File: config.mk
export PLATFORM = sky130hd
export DESIGN_NAME = adc_convert_control
export DESIGN_NICKNAME = d
export VERILOG_FILES = /design/src/hw/adc_ctrl_pkg.sv /design/src/hw/readout_if.sv /design/src/hw/adc_convert_control.sv /design/src/hw/serial_shifter.sv
export SDC_FILE = /design/constraint.sdc
export NUM_CORES = 1
export LEC_CHECK = 0
export BUFFER_PORTS_ARGS = -buffer_cell sky130_fd_sc_hd__buf_2
export CAP_MARGIN = 40
export CORE_ASPECT_RATIO = 0.8
export CORE_MARGIN = 1
export CORE_UTILIZATION = 35
export CTS_CLUSTER_SIZE = 40
export DETAILED_ROUTE_END_ITERATION = 16
export SETUP_SLACK_MARGIN = 0.02
export SYNTH_ARGS = -nofsm -noshare
export SYNTH_HDL_FRONTEND = slang
export SYNTH_SLANG_ARGS = --single-unit
File: constraint.sdc
create_clock -name core_clk -period 1.6 [get_ports core_clk]
set_input_delay 0.16 -clock core_clk [delete_from_list [all_inputs] [get_ports core_clk]]
set_output_delay 0.16 -clock core_clk [all_outputs]
set_load 0.02 [all_outputs]
File: src/hw/adc_ctrl_pkg.sv
// Purpose: shared constants and types for the converter control and readout
// Assumes: core clock of 200 MHz, one clock domain
// Notes:   times are kept in ns, cycle counts are derived from them
package adc_ctrl_pkg;

    // ==========================================================
    // clock and timing
    localparam int unsigned CLK_PERIOD_NS = 5;
    // conversion time in the high sampling mode
    localparam int unsigned CONV_TIME_NS  = 5000;
    // wake-up part of the 10 us auto-sleep conversion
    localparam int unsigned WAKE_TIME_NS  = 5000;
    // guaranteed data hold after a falling serial clock edge
    localparam int unsigned HOLD_TIME_NS  = 10;

    // longest times round down, least times round up
    localparam int unsigned CONV_CYC = CONV_TIME_NS / CLK_PERIOD_NS;
    localparam int unsigned WAKE_CYC = WAKE_TIME_NS / CLK_PERIOD_NS;
    localparam int unsigned HOLD_CYC = (HOLD_TIME_NS + CLK_PERIOD_NS - 1) / CLK_PERIOD_NS;

    localparam int unsigned TIMER_W = 10;
    localparam logic [TIMER_W-1:0] CONV_LAST = TIMER_W'(CONV_CYC - 1);
    localparam logic [TIMER_W-1:0] WAKE_LAST = TIMER_W'(WAKE_CYC - 1);
    localparam logic [TIMER_W-1:0] TIMER_RST = 10'h000;

    // ==========================================================
    // frame layout
    localparam int unsigned RESULT_BITS = 14;
    localparam int unsigned LEAD_ZEROS  = 2;
    localparam int unsigned FRAME_BITS  = 16;
    localparam int unsigned COUNT_W     = 5;
    localparam logic [COUNT_W-1:0] COUNT_RST  = 5'h00;
    localparam logic [COUNT_W-1:0] COUNT_LAST = COUNT_W'(FRAME_BITS);
    localparam int unsigned HOLD_W = 2;
    localparam logic [HOLD_W-1:0] HOLD_LAST = HOLD_W'(HOLD_CYC - 1);
    localparam logic [HOLD_W-1:0] HOLD_RST  = 2'h0;
    localparam logic [LEAD_ZEROS-1:0]  LEAD_VALUE = 2'h0;
    localparam logic [RESULT_BITS-1:0] RESULT_RST = 14'h0000;
    localparam logic [FRAME_BITS-1:0]  FRAME_RST  = 16'h0000;

    // ==========================================================
    // converter phases
    typedef enum logic [4:0] {
        PH_READY   = 5'b0_0001,
        PH_CONVERT = 5'b0_0010,
        PH_SLEEP   = 5'b0_0100,
        PH_ARMED   = 5'b0_1000,
        PH_WAKE    = 5'b1_0000
    } phase_t;

    typedef logic [RESULT_BITS-1:0] result_t;
    typedef logic [FRAME_BITS-1:0]  frame_t;

endpackage

File: src/hw/readout_if.sv
// Purpose: carrier between converter control and the serial shifter
// Assumes: both ends on core_clk
// Notes:   fall strobe is one cycle wide
`timescale 1ns/1ps
interface readout_if;
    import adc_ctrl_pkg::*;
    logic   fallStrobe;   // falling serial clock edge seen
    frame_t frameWord;    // frame to be sent
    logic   dataBit;      // bit on the line
    logic   dataEn;       // line driven

    modport control (output fallStrobe, output frameWord, input dataBit, input dataEn);
    modport shifter (input fallStrobe, input frameWord, output dataBit, output dataEn);
endinterface

File: src/hw/adc_convert_control.sv
// Purpose: start edge handling, conversion timing, sleep and serial readout
// Assumes: start, serial clock and range strap arrive from outside core_clk
// Notes:   the sar array hands its raw offset-binary code on convResult
`timescale 1ns/1ps

// ==========================================================
// top module
module adc_convert_control
    import adc_ctrl_pkg::*;
(
    // clock and reset
    input  wire logic    core_clk,
    input  wire logic    reset,
    // host pins
    input  wire logic    conversionStart_n,
    input  wire logic    serialClk,
    output logic         busy,
    output logic         resultOutLine,
    output logic         resultOutLineEn,
    // analog side
    input  wire result_t convResult,
    input  wire logic    rangeBipolar,
    output logic         trackHold,
    output logic         poweredDown,
    output logic         resultValid
);

    // ==========================================================
    // state of the whole control
    typedef struct packed {
        logic                startMeta;
        logic                startSync;
        logic                startPrev;
        logic                clkMeta;
        logic                clkSync;
        logic                clkPrev;
        logic                rangeMeta;
        logic                rangeSync;
        phase_t              phase;
        logic [TIMER_W-1:0]  timer;
        logic                pending;
        result_t             result;
        logic                haveResult;
        logic                busyOut;
        logic                holdOut;
        logic                sleepOut;
        logic                bitOut;
        logic                enOut;
    } ctrl_state_t;

    ctrl_state_t c_q;
    ctrl_state_t c_d;

    readout_if link ();

    // ==========================================================
    // coding of the raw code for the selected range
    // the array works in offset binary; bipolar parts flip the msb
    function automatic result_t encode_result(input result_t raw, input logic bipolar);
        result_t coded;
        coded = raw;
        if (bipolar) begin
            coded[RESULT_BITS-1] = ~raw[RESULT_BITS-1];
        end
        return coded;
    endfunction

    // ==========================================================
    // edge decode from the synchronised level and its previous copy
    function automatic logic fell(input logic now, input logic prev);
        return prev && !now;
    endfunction

    function automatic logic rose(input logic now, input logic prev);
        return !prev && now;
    endfunction

    // ==========================================================
    // combinational edges, read from the second flop onward only
    logic startFell;
    logic startRose;
    logic clkFell;
    logic timerDone;
    logic readoutClear;

    always_comb begin
        startFell = fell(c_q.startSync, c_q.startPrev);
        startRose = rose(c_q.startSync, c_q.startPrev);
        clkFell   = fell(c_q.clkSync, c_q.clkPrev);
    end

    // timer end depends on which phase is being timed
    always_comb begin
        timerDone = 1'b0;
        if (c_q.phase == PH_CONVERT) begin
            timerDone = (c_q.timer == CONV_LAST);
        end else if (c_q.phase == PH_WAKE) begin
            timerDone = (c_q.timer == WAKE_LAST);
        end
    end

    // ==========================================================
    // next state
    always_comb begin
        c_d = c_q;

        // two-flop synchronisers for every pin input
        c_d.startMeta = conversionStart_n;
        c_d.startSync = c_q.startMeta;
        c_d.startPrev = c_q.startSync;
        c_d.clkMeta   = serialClk;
        c_d.clkSync   = c_q.clkMeta;
        c_d.clkPrev   = c_q.clkSync;
        c_d.rangeMeta = rangeBipolar;
        c_d.rangeSync = c_q.rangeMeta;

        // phase timer, runs in convert and wake only, cleared on every phase change
        c_d.timer = c_q.timer + TIMER_W'(1);

        unique case (c_q.phase)
            PH_READY: begin
                c_d.timer = TIMER_RST;
                if (startFell) begin
                    c_d.phase   = PH_CONVERT;
                    c_d.holdOut = 1'b1;
                    c_d.busyOut = 1'b1;
                end
            end
            PH_CONVERT: begin
                if (timerDone) begin
                    // result latched here so a frame always sees a whole word
                    c_d.result     = encode_result(convResult, c_q.rangeSync);
                    c_d.haveResult = 1'b1;
                    c_d.busyOut    = 1'b0;
                    c_d.holdOut    = 1'b0;
                    c_d.timer      = TIMER_RST;
                    if (!c_q.startSync) begin
                        c_d.phase    = PH_SLEEP;
                        c_d.sleepOut = 1'b1;
                    end else begin
                        c_d.phase = PH_READY;
                    end
                end
            end
            PH_SLEEP: begin
                c_d.timer = TIMER_RST;
                if (startRose) begin
                    c_d.phase = PH_WAKE;
                end else if (startFell) begin
                    // a start seen while asleep waits for its rising edge
                    c_d.phase   = PH_ARMED;
                    c_d.holdOut = 1'b1;
                    c_d.busyOut = 1'b1;
                    c_d.pending = 1'b1;
                end
            end
            PH_ARMED: begin
                c_d.timer = TIMER_RST;
                if (startRose) begin
                    c_d.phase = PH_WAKE;
                end
            end
            PH_WAKE: begin
                if (startFell) begin
                    c_d.pending = 1'b1;
                    c_d.holdOut = 1'b1;
                    c_d.busyOut = 1'b1;
                end
                if (timerDone) begin
                    c_d.sleepOut = 1'b0;
                    c_d.timer    = TIMER_RST;
                    if (c_q.pending || startFell) begin
                        // wake-up plus conversion gives the 10 us figure
                        c_d.phase   = PH_CONVERT;
                        c_d.pending = 1'b0;
                    end else begin
                        c_d.phase = PH_READY;
                    end
                end
            end
            default: begin
                // illegal one-hot code: recover to ready, nothing held
                c_d.phase    = PH_READY;
                c_d.timer    = TIMER_RST;
                c_d.pending  = 1'b0;
                c_d.busyOut  = 1'b0;
                c_d.holdOut  = 1'b0;
                c_d.sleepOut = 1'b0;
            end
        endcase

        // line follows the shifter one cycle later so pins come from flops
        c_d.bitOut = link.dataBit;
        c_d.enOut  = link.dataEn;
    end

    // ==========================================================
    // shifter hookup
    // frame built from the latched result, two leading zeros first
    assign link.fallStrobe = clkFell;
    assign link.frameWord  = {LEAD_VALUE, c_q.result};

    // a new start abandons a cut frame, so the line floats and realigns
    assign readoutClear = reset || startFell;

    serial_shifter u_shifter (
        .core_clk (core_clk),
        .reset    (readoutClear),
        .link     (link.shifter)
    );

    // ==========================================================
    // registers
    // synchroniser flops reset to a released start and a low clock,
    // so leaving reset never fakes an edge
    always_ff @(posedge core_clk) begin
        if (reset) begin
            c_q <= '{startMeta: 1'b1, startSync: 1'b1, startPrev: 1'b1,
                     clkMeta: 1'b0, clkSync: 1'b0, clkPrev: 1'b0,
                     rangeMeta: 1'b0, rangeSync: 1'b0,
                     phase: PH_READY, timer: TIMER_RST, pending: 1'b0,
                     result: RESULT_RST, haveResult: 1'b0,
                     busyOut: 1'b0, holdOut: 1'b0, sleepOut: 1'b0,
                     bitOut: 1'b0, enOut: 1'b0};
        end else begin
            c_q <= c_d;
        end
    end

    // ==========================================================
    // outputs, all straight from flops
    assign busy            = c_q.busyOut;
    assign trackHold       = c_q.holdOut;
    assign poweredDown     = c_q.sleepOut;
    assign resultValid     = c_q.haveResult;
    assign resultOutLine   = c_q.bitOut;
    assign resultOutLineEn = c_q.enOut;

endmodule

File: src/hw/serial_shifter.sv
// Purpose: sixteen-bit serial frame out, one bit per falling edge
// Assumes: fall strobe already synchronised and edge detected
// Notes:   line is released a hold time after the last edge
`timescale 1ns/1ps
module serial_shifter
    import adc_ctrl_pkg::*;
(
    // clock and reset
    input  wire logic core_clk,
    input  wire logic reset,
    // link side
    readout_if.shifter link
);

    // ==========================================================
    // state
    typedef struct packed {
        logic [COUNT_W-1:0] count;
        frame_t             shift;
        logic               bitOut;
        logic               enOut;
        logic               holding;
        logic [HOLD_W-1:0]  holdCnt;
    } shift_state_t;

    shift_state_t s_q;
    shift_state_t s_d;

    // ==========================================================
    // next state
    always_comb begin
        s_d = s_q;
        if (link.fallStrobe && !s_q.holding) begin
            if (s_q.count == COUNT_RST) begin
                // frame captured at its first edge, msb first
                s_d.shift  = link.frameWord << 1;
                s_d.bitOut = link.frameWord[FRAME_BITS-1];
                s_d.enOut  = 1'b1;
            end else begin
                s_d.shift  = s_q.shift << 1;
                s_d.bitOut = s_q.shift[FRAME_BITS-1];
            end
            s_d.count = s_q.count + COUNT_W'(1);
            if (s_q.count == COUNT_LAST - COUNT_W'(1)) begin
                s_d.holding = 1'b1;
                s_d.holdCnt = HOLD_RST;
            end
        end else if (s_q.holding) begin
            // last bit stays for the hold time, then the line floats
            if (s_q.holdCnt == HOLD_LAST) begin
                s_d.holding = 1'b0;
                s_d.enOut   = 1'b0;
                s_d.count   = COUNT_RST;
            end else begin
                s_d.holdCnt = s_q.holdCnt + HOLD_W'(1);
            end
        end
    end

    // ==========================================================
    // registers
    always_ff @(posedge core_clk) begin
        if (reset) begin
            s_q <= '{count: COUNT_RST, shift: FRAME_RST, bitOut: 1'b0,
                     enOut: 1'b0, holding: 1'b0, holdCnt: HOLD_RST};
        end else begin
            s_q <= s_d;
        end
    end

    assign link.dataBit = s_q.bitOut;
    assign link.dataEn  = s_q.enOut;

endmodule

### Word level (Yosys, flattened, before mapping)

Index checks and enable logic that the tools add are counted.

| storage, ports and cells | value |
|---|---|
| input port bits | 19 |
| memory bits (writable) | 0 |
| memories | 0 |
| register bits | 70 |
| bits in latches | 0 |
| word-level logic and storage cells | 106 |
| ROM bits | 0 |

| cells by class | value |
|---|---|
| shift operators | 0 |
| $add $sub $neg | 3 |
| multipliers | 0 |
| $lt $le $gt $ge | 0 |
| bitwise logic cells | 4 |
| equal/unequal tests | 18 |
| divide/modulo/power cells | 0 |
| reduce and logical (&&, ||, !) cells | 24 |
| multiplexer cells | 33 |

Operator list:

| kind | count |
|---|---|
| 15-bit case mux with 5 select lines | 1 |
| 5-bit two-way mux | 7 |
| 17-bit two-way mux | 1 |
| 16-bit two-way mux | 1 |
| 2-bit != test (second input constant) | 8 |
| 15-bit two-way mux | 1 |
| 10-bit by 1-bit adder with 10-bit output (second input constant) | 1 |
| 10-bit == test (second input constant) | 1 |
| 5-bit by 4-bit == test with 1-bit output (second input constant) | 2 |
| 2-bit two-way mux | 5 |
| 1-bit two-way mux | 9 |
| 3-bit two-way mux | 3 |
| 3-bit AND reduction | 3 |
| 4-bit two-way mux | 2 |
| 2-bit case mux with 4 select lines | 1 |
| 1-bit case mux with 3 select lines | 2 |
| 2-bit AND reduction | 3 |
| 3-bit OR reduction | 2 |
| 5-bit by 1-bit adder with 5-bit output (second input constant) | 1 |
| 5-bit by 1-bit == test with 1-bit output (second input constant) | 1 |
| 5-bit by 2-bit == test with 1-bit output (second input constant) | 1 |
| 5-bit by 3-bit == test with 1-bit output (second input constant) | 1 |
| 5-bit == test (second input constant) | 1 |
| 5-bit logical NOT | 1 |
| 12 further kinds | 23 |

### Longest topological paths before layout

| logic depth | value |
|---|---|
| word-level depth | 6 |
| depth in mapped cells | 8 |

### Modules after synthesis

A second synthesis with hierarchy kept.

| unflattened totals | value |
|---|---|
| cells, all modules | 359 |
| area, all modules | 3,037.9 um2 |

Modules (own cells, without submodules):

| module | times used | area each (um2) | cells each | seq. area each (um2) |
|---|---|---|---|---|
| adc_convert_control | 1 | 1,833.0 | 213 | 860.8 |
| serial_shifter | 1 | 1,204.9 | 146 | 500.5 |

### Least setup slack after synthesis

Ideal clock, no wire load.

| path | value |
|---|---|
| kind | reg2reg |
| start | register c_q[21] (netlist bit) |
| end | register c_q[10] (netlist bit) |
| slack | -130 ps |
| path buffers | 1 |
| data required time | 1,472 ps |
| library setup time | 128 ps |
| data arrival time | 1,602 ps |
| stages on the path, launching flop included | 8 |
| clock period less this slack | 1,730 ps |
| path through | dfxtp_1 ha_1 nor4bb_1 nand3_1 nor2_4 buf_6 mux2i_1 nor2_1 |

| between the ends | value |
|---|---|
| longest elaborated chain between the ends | 4 |

RTL lines:

| element | RTL line | RTL |
|---|---|---|
| from (decl) | adc_convert_control.sv:51 | `ctrl_state_t c_q;` |
| from (signal assigned) | adc_convert_control.sv:218 | `c_q <= '{startMeta: 1'b1, startSync: 1'b1, startPrev: 1'b1,` |
| 10-bit == test * | adc_convert_control.sv:96, adc_convert_control.sv:98 |  |
| 1-bit two-way mux | adc_convert_control.sv:97 | `end else if (c_q.phase == PH_WAKE) begin` |
| 1-bit two-way mux * | adc_convert_control.sv:95 | `if (c_q.phase == PH_CONVERT) begin` |
| 2-bit AND reduction (no source line) * | -- |  |

Mark *: on every way between the ends. The rest lies on a longest branch, timed or not.
A chain may end at the register's enable or synchronous reset.

### Final worst setup path

| path | value |
|---|---|
| start | register c_q[33] (netlist bit) |
| end | register c_q[31] (netlist bit) |

| between the ends | value |
|---|---|
| longest elaborated chain between the ends | 5 |
| elaborated cells between the ends (all ways) | 14 |
| those cells by class | eq/ne: 10; mux: 3; reduce/logical: 1 |

RTL lines:

| element | RTL line |
|---|---|
| 5-bit == test | adc_convert_control.sv:97, adc_convert_control.sv:120 |
| 1-bit two-way mux | adc_convert_control.sv:97 |
| 1-bit two-way mux | adc_convert_control.sv:95 |
| 2-bit != test (no source line) | -- |
| 5-bit AND reduction (no source line) | -- |

Several ways; a longest one is shown, not always the timed one.

==> flow_metrics.env <==
export IMPL_status="complete, but fails checks"
export IMPL_violations="setup timing"
export IMPL_routed_wl_mm=6.46
export IMPL_hold_path_depth=2
export IMPL_crit_path_end_kind="flop"
export IMPL_tightestPinTransition_ps=425
export IMPL_post_route_period_util_pct=105
export IMPL_reg2reg_slack_ps=-80
export IMPL_firstDrtPassIters=4
export IMPL_start_util_pct=36.9
export IMPL_worstHoldPathType="primary input to flop"
export IMPL_r2r_start="c_q[33]$_SDFFE_PP0P_"
export IMPL_fin_total_pwr_w=0.00455
export IMPL_ys_types=55
export IMPL_path_max_fanout=7
export IMPL_grt_use_total_pct=14.6
export IMPL_cts_root_buf="clkbuf_8"
export IMPL_synth_top_area_share_pct=45.6
export IMPL_placed_cell_area_sq_mm=0.00350
export IMPL_slew_headroom_pct=71.6
export IMPL_io_buffer_count=24
export IMPL_grt_overflow_total=0
export IMPL_hold_viol=0
export IMPL_fin_skew_ps=10.3
export IMPL_clk_path_buf_depth=2
export IMPL_grt_max_degree=29
export IMPL_stdcell_area_sq_mm=0.00409
export IMPL_worst_slack_ps=-76.3
export IMPL_antenna_left=0
export IMPL_yosysTopAreaCell="dfxtp_1"
export IMPL_pre_cts_slack_ps=-110
export IMPL_ios=25
export IMPL_area_delta_synth_final_pct=37.1
export IMPL_yosysWarnings=0
export IMPL_rsz0062_at_grt="true"
export IMPL_design_die_area_sq_mm=0.00890
export IMPL_leakagePower_nw=1.56
export IMPL_synth_commonest_cells="dfxtp_1 (68), nor2_1 (58), mux2i_1 (28), a211oi_1 (14), a21oi_1 (12)"
export IMPL_drv_slew=0
export IMPL_synth_seq_area_share_pct=45.6
export IMPL_cellPowerDensity_mw_per_mm2=1110
export IMPL_synth_area_per_cell_sq_um=9.30
export IMPL_min_to="c_d[39]$_SDFF_PP0_"
export IMPL_row_count=29
export IMPL_async_flop_share_pct=0
export IMPL_synth_cells=321
export IMPL_antenna_found_initial=0
export IMPL_dpl_hpwl_mm=4.23
export IMPL_synth_edf_count=0
export IMPL_gp_congestion=0.889
export IMPL_coreArea_sq_mm=0.00809
export IMPL_synth_area_leaders="dfxtp_1 (46%), mux2i_1 (9.4%), nor2_1 (7.3%)"
export IMPL_grt_pass1_wl_mm=10.4
export IMPL_path_clk_slew_ps=70
export IMPL_arrival_ps=1900
export IMPL_viasPerCell=4.92
export IMPL_crit_required_ps=1830
export IMPL_diodes=0
export IMPL_rr_endpoint="c_q[31]$_SDFFE_PP1P_"
export IMPL_crit_path_max_incr_delay_ps=400
export IMPL_finalSetupViolCount=7
export IMPL_drtIter0Drc=74
export IMPL_ys_ff_latch=68
export IMPL_synth_nets=347
export IMPL_fmax_mhz=597
export IMPL_r2r_cells=5
export IMPL_numCtsBuffers=9
export IMPL_clk_latency_ps=330
export IMPL_htreeDepth=3
export IMPL_min_from="serialClk"
export IMPL_yosys_cell_count_top_type="dfxtp_1"
export IMPL_num_vias=2431
export IMPL_cap_violations=0
export IMPL_synth_area_sq_mm=0.00298
export IMPL_crit_type="flop to flop"
export IMPL_ys_flop_type="dfxtp_1"
export IMPL_route_detailed_drc=0
export IMPL_drive_gt1_share_pct=37.8
export IMPL_startpoint_type="flop"
export IMPL_die_h_um=84.6
export IMPL_die_x_um=105
export IMPL_fin_hold_ws_ps=47.8
export IMPL_fillers=759
export IMPL_first_global_vias=2261
export IMPL_tritoncts="done"
export IMPL_fin_nets=407
export IMPL_drt_wirelength_per_cell_um=13.1
export IMPL_period_needed_ps=1680
export IMPL_path_cells="nand2b_1 -> or3b_1 -> a311oi_2 -> o21ai_2 -> o21a_1"
export IMPL_peakVddDrop_uv=421
export IMPL_slowest_stage="or3b_1"
export IMPL_cts_sinks=68
## worst max path at each step
stage | startpoint | slack, ps | end
3_3_place_gp | c_q[41]$_SDFF_PP1_ | -70 | c_q[31]$_SDFFE_PP1P_
3_5_place_dp | c_q[41]$_SDFF_PP1_ | -110 | c_q[31]$_SDFFE_PP1P_
5_1_grt | c_q[33]$_SDFFE_PP0P_ | -140 | c_q[6]$_SDFFE_PP0P_
6_report | c_q[33]$_SDFFE_PP0P_ | -80 | c_q[31]$_SDFFE_PP1P_
4_1_cts | c_q[41]$_SDFF_PP1_ | -90 | c_q[31]$_SDFFE_PP1P_
2_1_floorplan | c_d[41]$_SDFF_PP1_ | -30 | c_q[31]$_SDFFE_PP1P_
## metal layers
layer | vias to the layer above | GRT usage (%) | part of all wire, %
met1 | 1134 | 20.2 | 51
li1 | 1236 | - | -
met2 | 51 | 21.8 | 44
met3 | 10 | 3.96 | 3.7
met5 | - | 0 | 0
met4 | 0 | 5.38 | 1.6
## cell type report
type                            count  area, sq um  share of cell area, %
Sequential cell                    68         1380                   33.7
Tap cell                          108          135                   3.30
Timing Repair Buffer               69          538                   13.2
Clock buffer                       11          151                   3.70
Inverter                            9         33.8                  0.826
Multi-Input combinational cell    224         1750                   42.7
Clock inverter                      5          106                   2.60
## registers in the layout, indices dropped and copies added (netlist names)
| register | flops |
|---|---|
| resultOutLine | 1 |
| c_d | 5 |
| u_shifter.s_q | 23 |
| poweredDown | 1 |
| u_shifter.link.dataEn | 1 |
| c_q | 33 |
| busy | 1 |
| resultOutLineEn | 1 |
| u_shifter.link.dataBit | 1 |
| resultValid | 1 |
## power breakdown
part           internal (W)  switching [W]  total [W]
clock network       0.00113       0.000654    0.00178
logic              0.000473       0.000471   0.000944
registers           0.00176      0.0000621    0.00182
## logic make-up after synthesis
family          count (synthesis)  synth area share [%]
compound gates                 49                  11.4
xor+xnor                       11                  3.23
fa+ha+maj                       7                  2.93
buf+inv                        29                  4.49
flops                          68                  45.6
mux                            28                  9.39
simple gates                  129                  22.9
## metrics by stage
stage,instances,setup TNS (ps),util (%)
finish,494,-139,50.5
global route,494,-2340,50.5
floorplan,321,-126,-
global placement,470,-230,43.2
CTS,488,-441,46.9
detailed placement,470,-494,43.2
## repair_timing
action,in CTS,in global routing
setup buffers,1,6
endpoints found under the hold margin,1,0
setup endpoints to repair,30,49
cloned,0,1
hold buffers,1,0
pin swaps,8,21
gates resized for setup,5,60
## cells in the final DEF, fill, tap and decap left out, drive strengths merged, types with 7 or more instances in the layout
cell type / instances
dfxtp: 68
buf: 67
nor2: 59
mux2i: 28
a211oi: 14
clkbuf: 12
a21oi: 12
nor2b: 11
nand2: 10
inv: 10
nor3: 9
nand3: 8
ha: 7
## worst max-delay path, delay by kind of cell (launching register included)
family             cells  cell delay [ps]
and+or+nand+nor        2              590
DFF                    1              370
AOI/OAI and AO/OA      3              620
(Power assumes the default switching activity.)
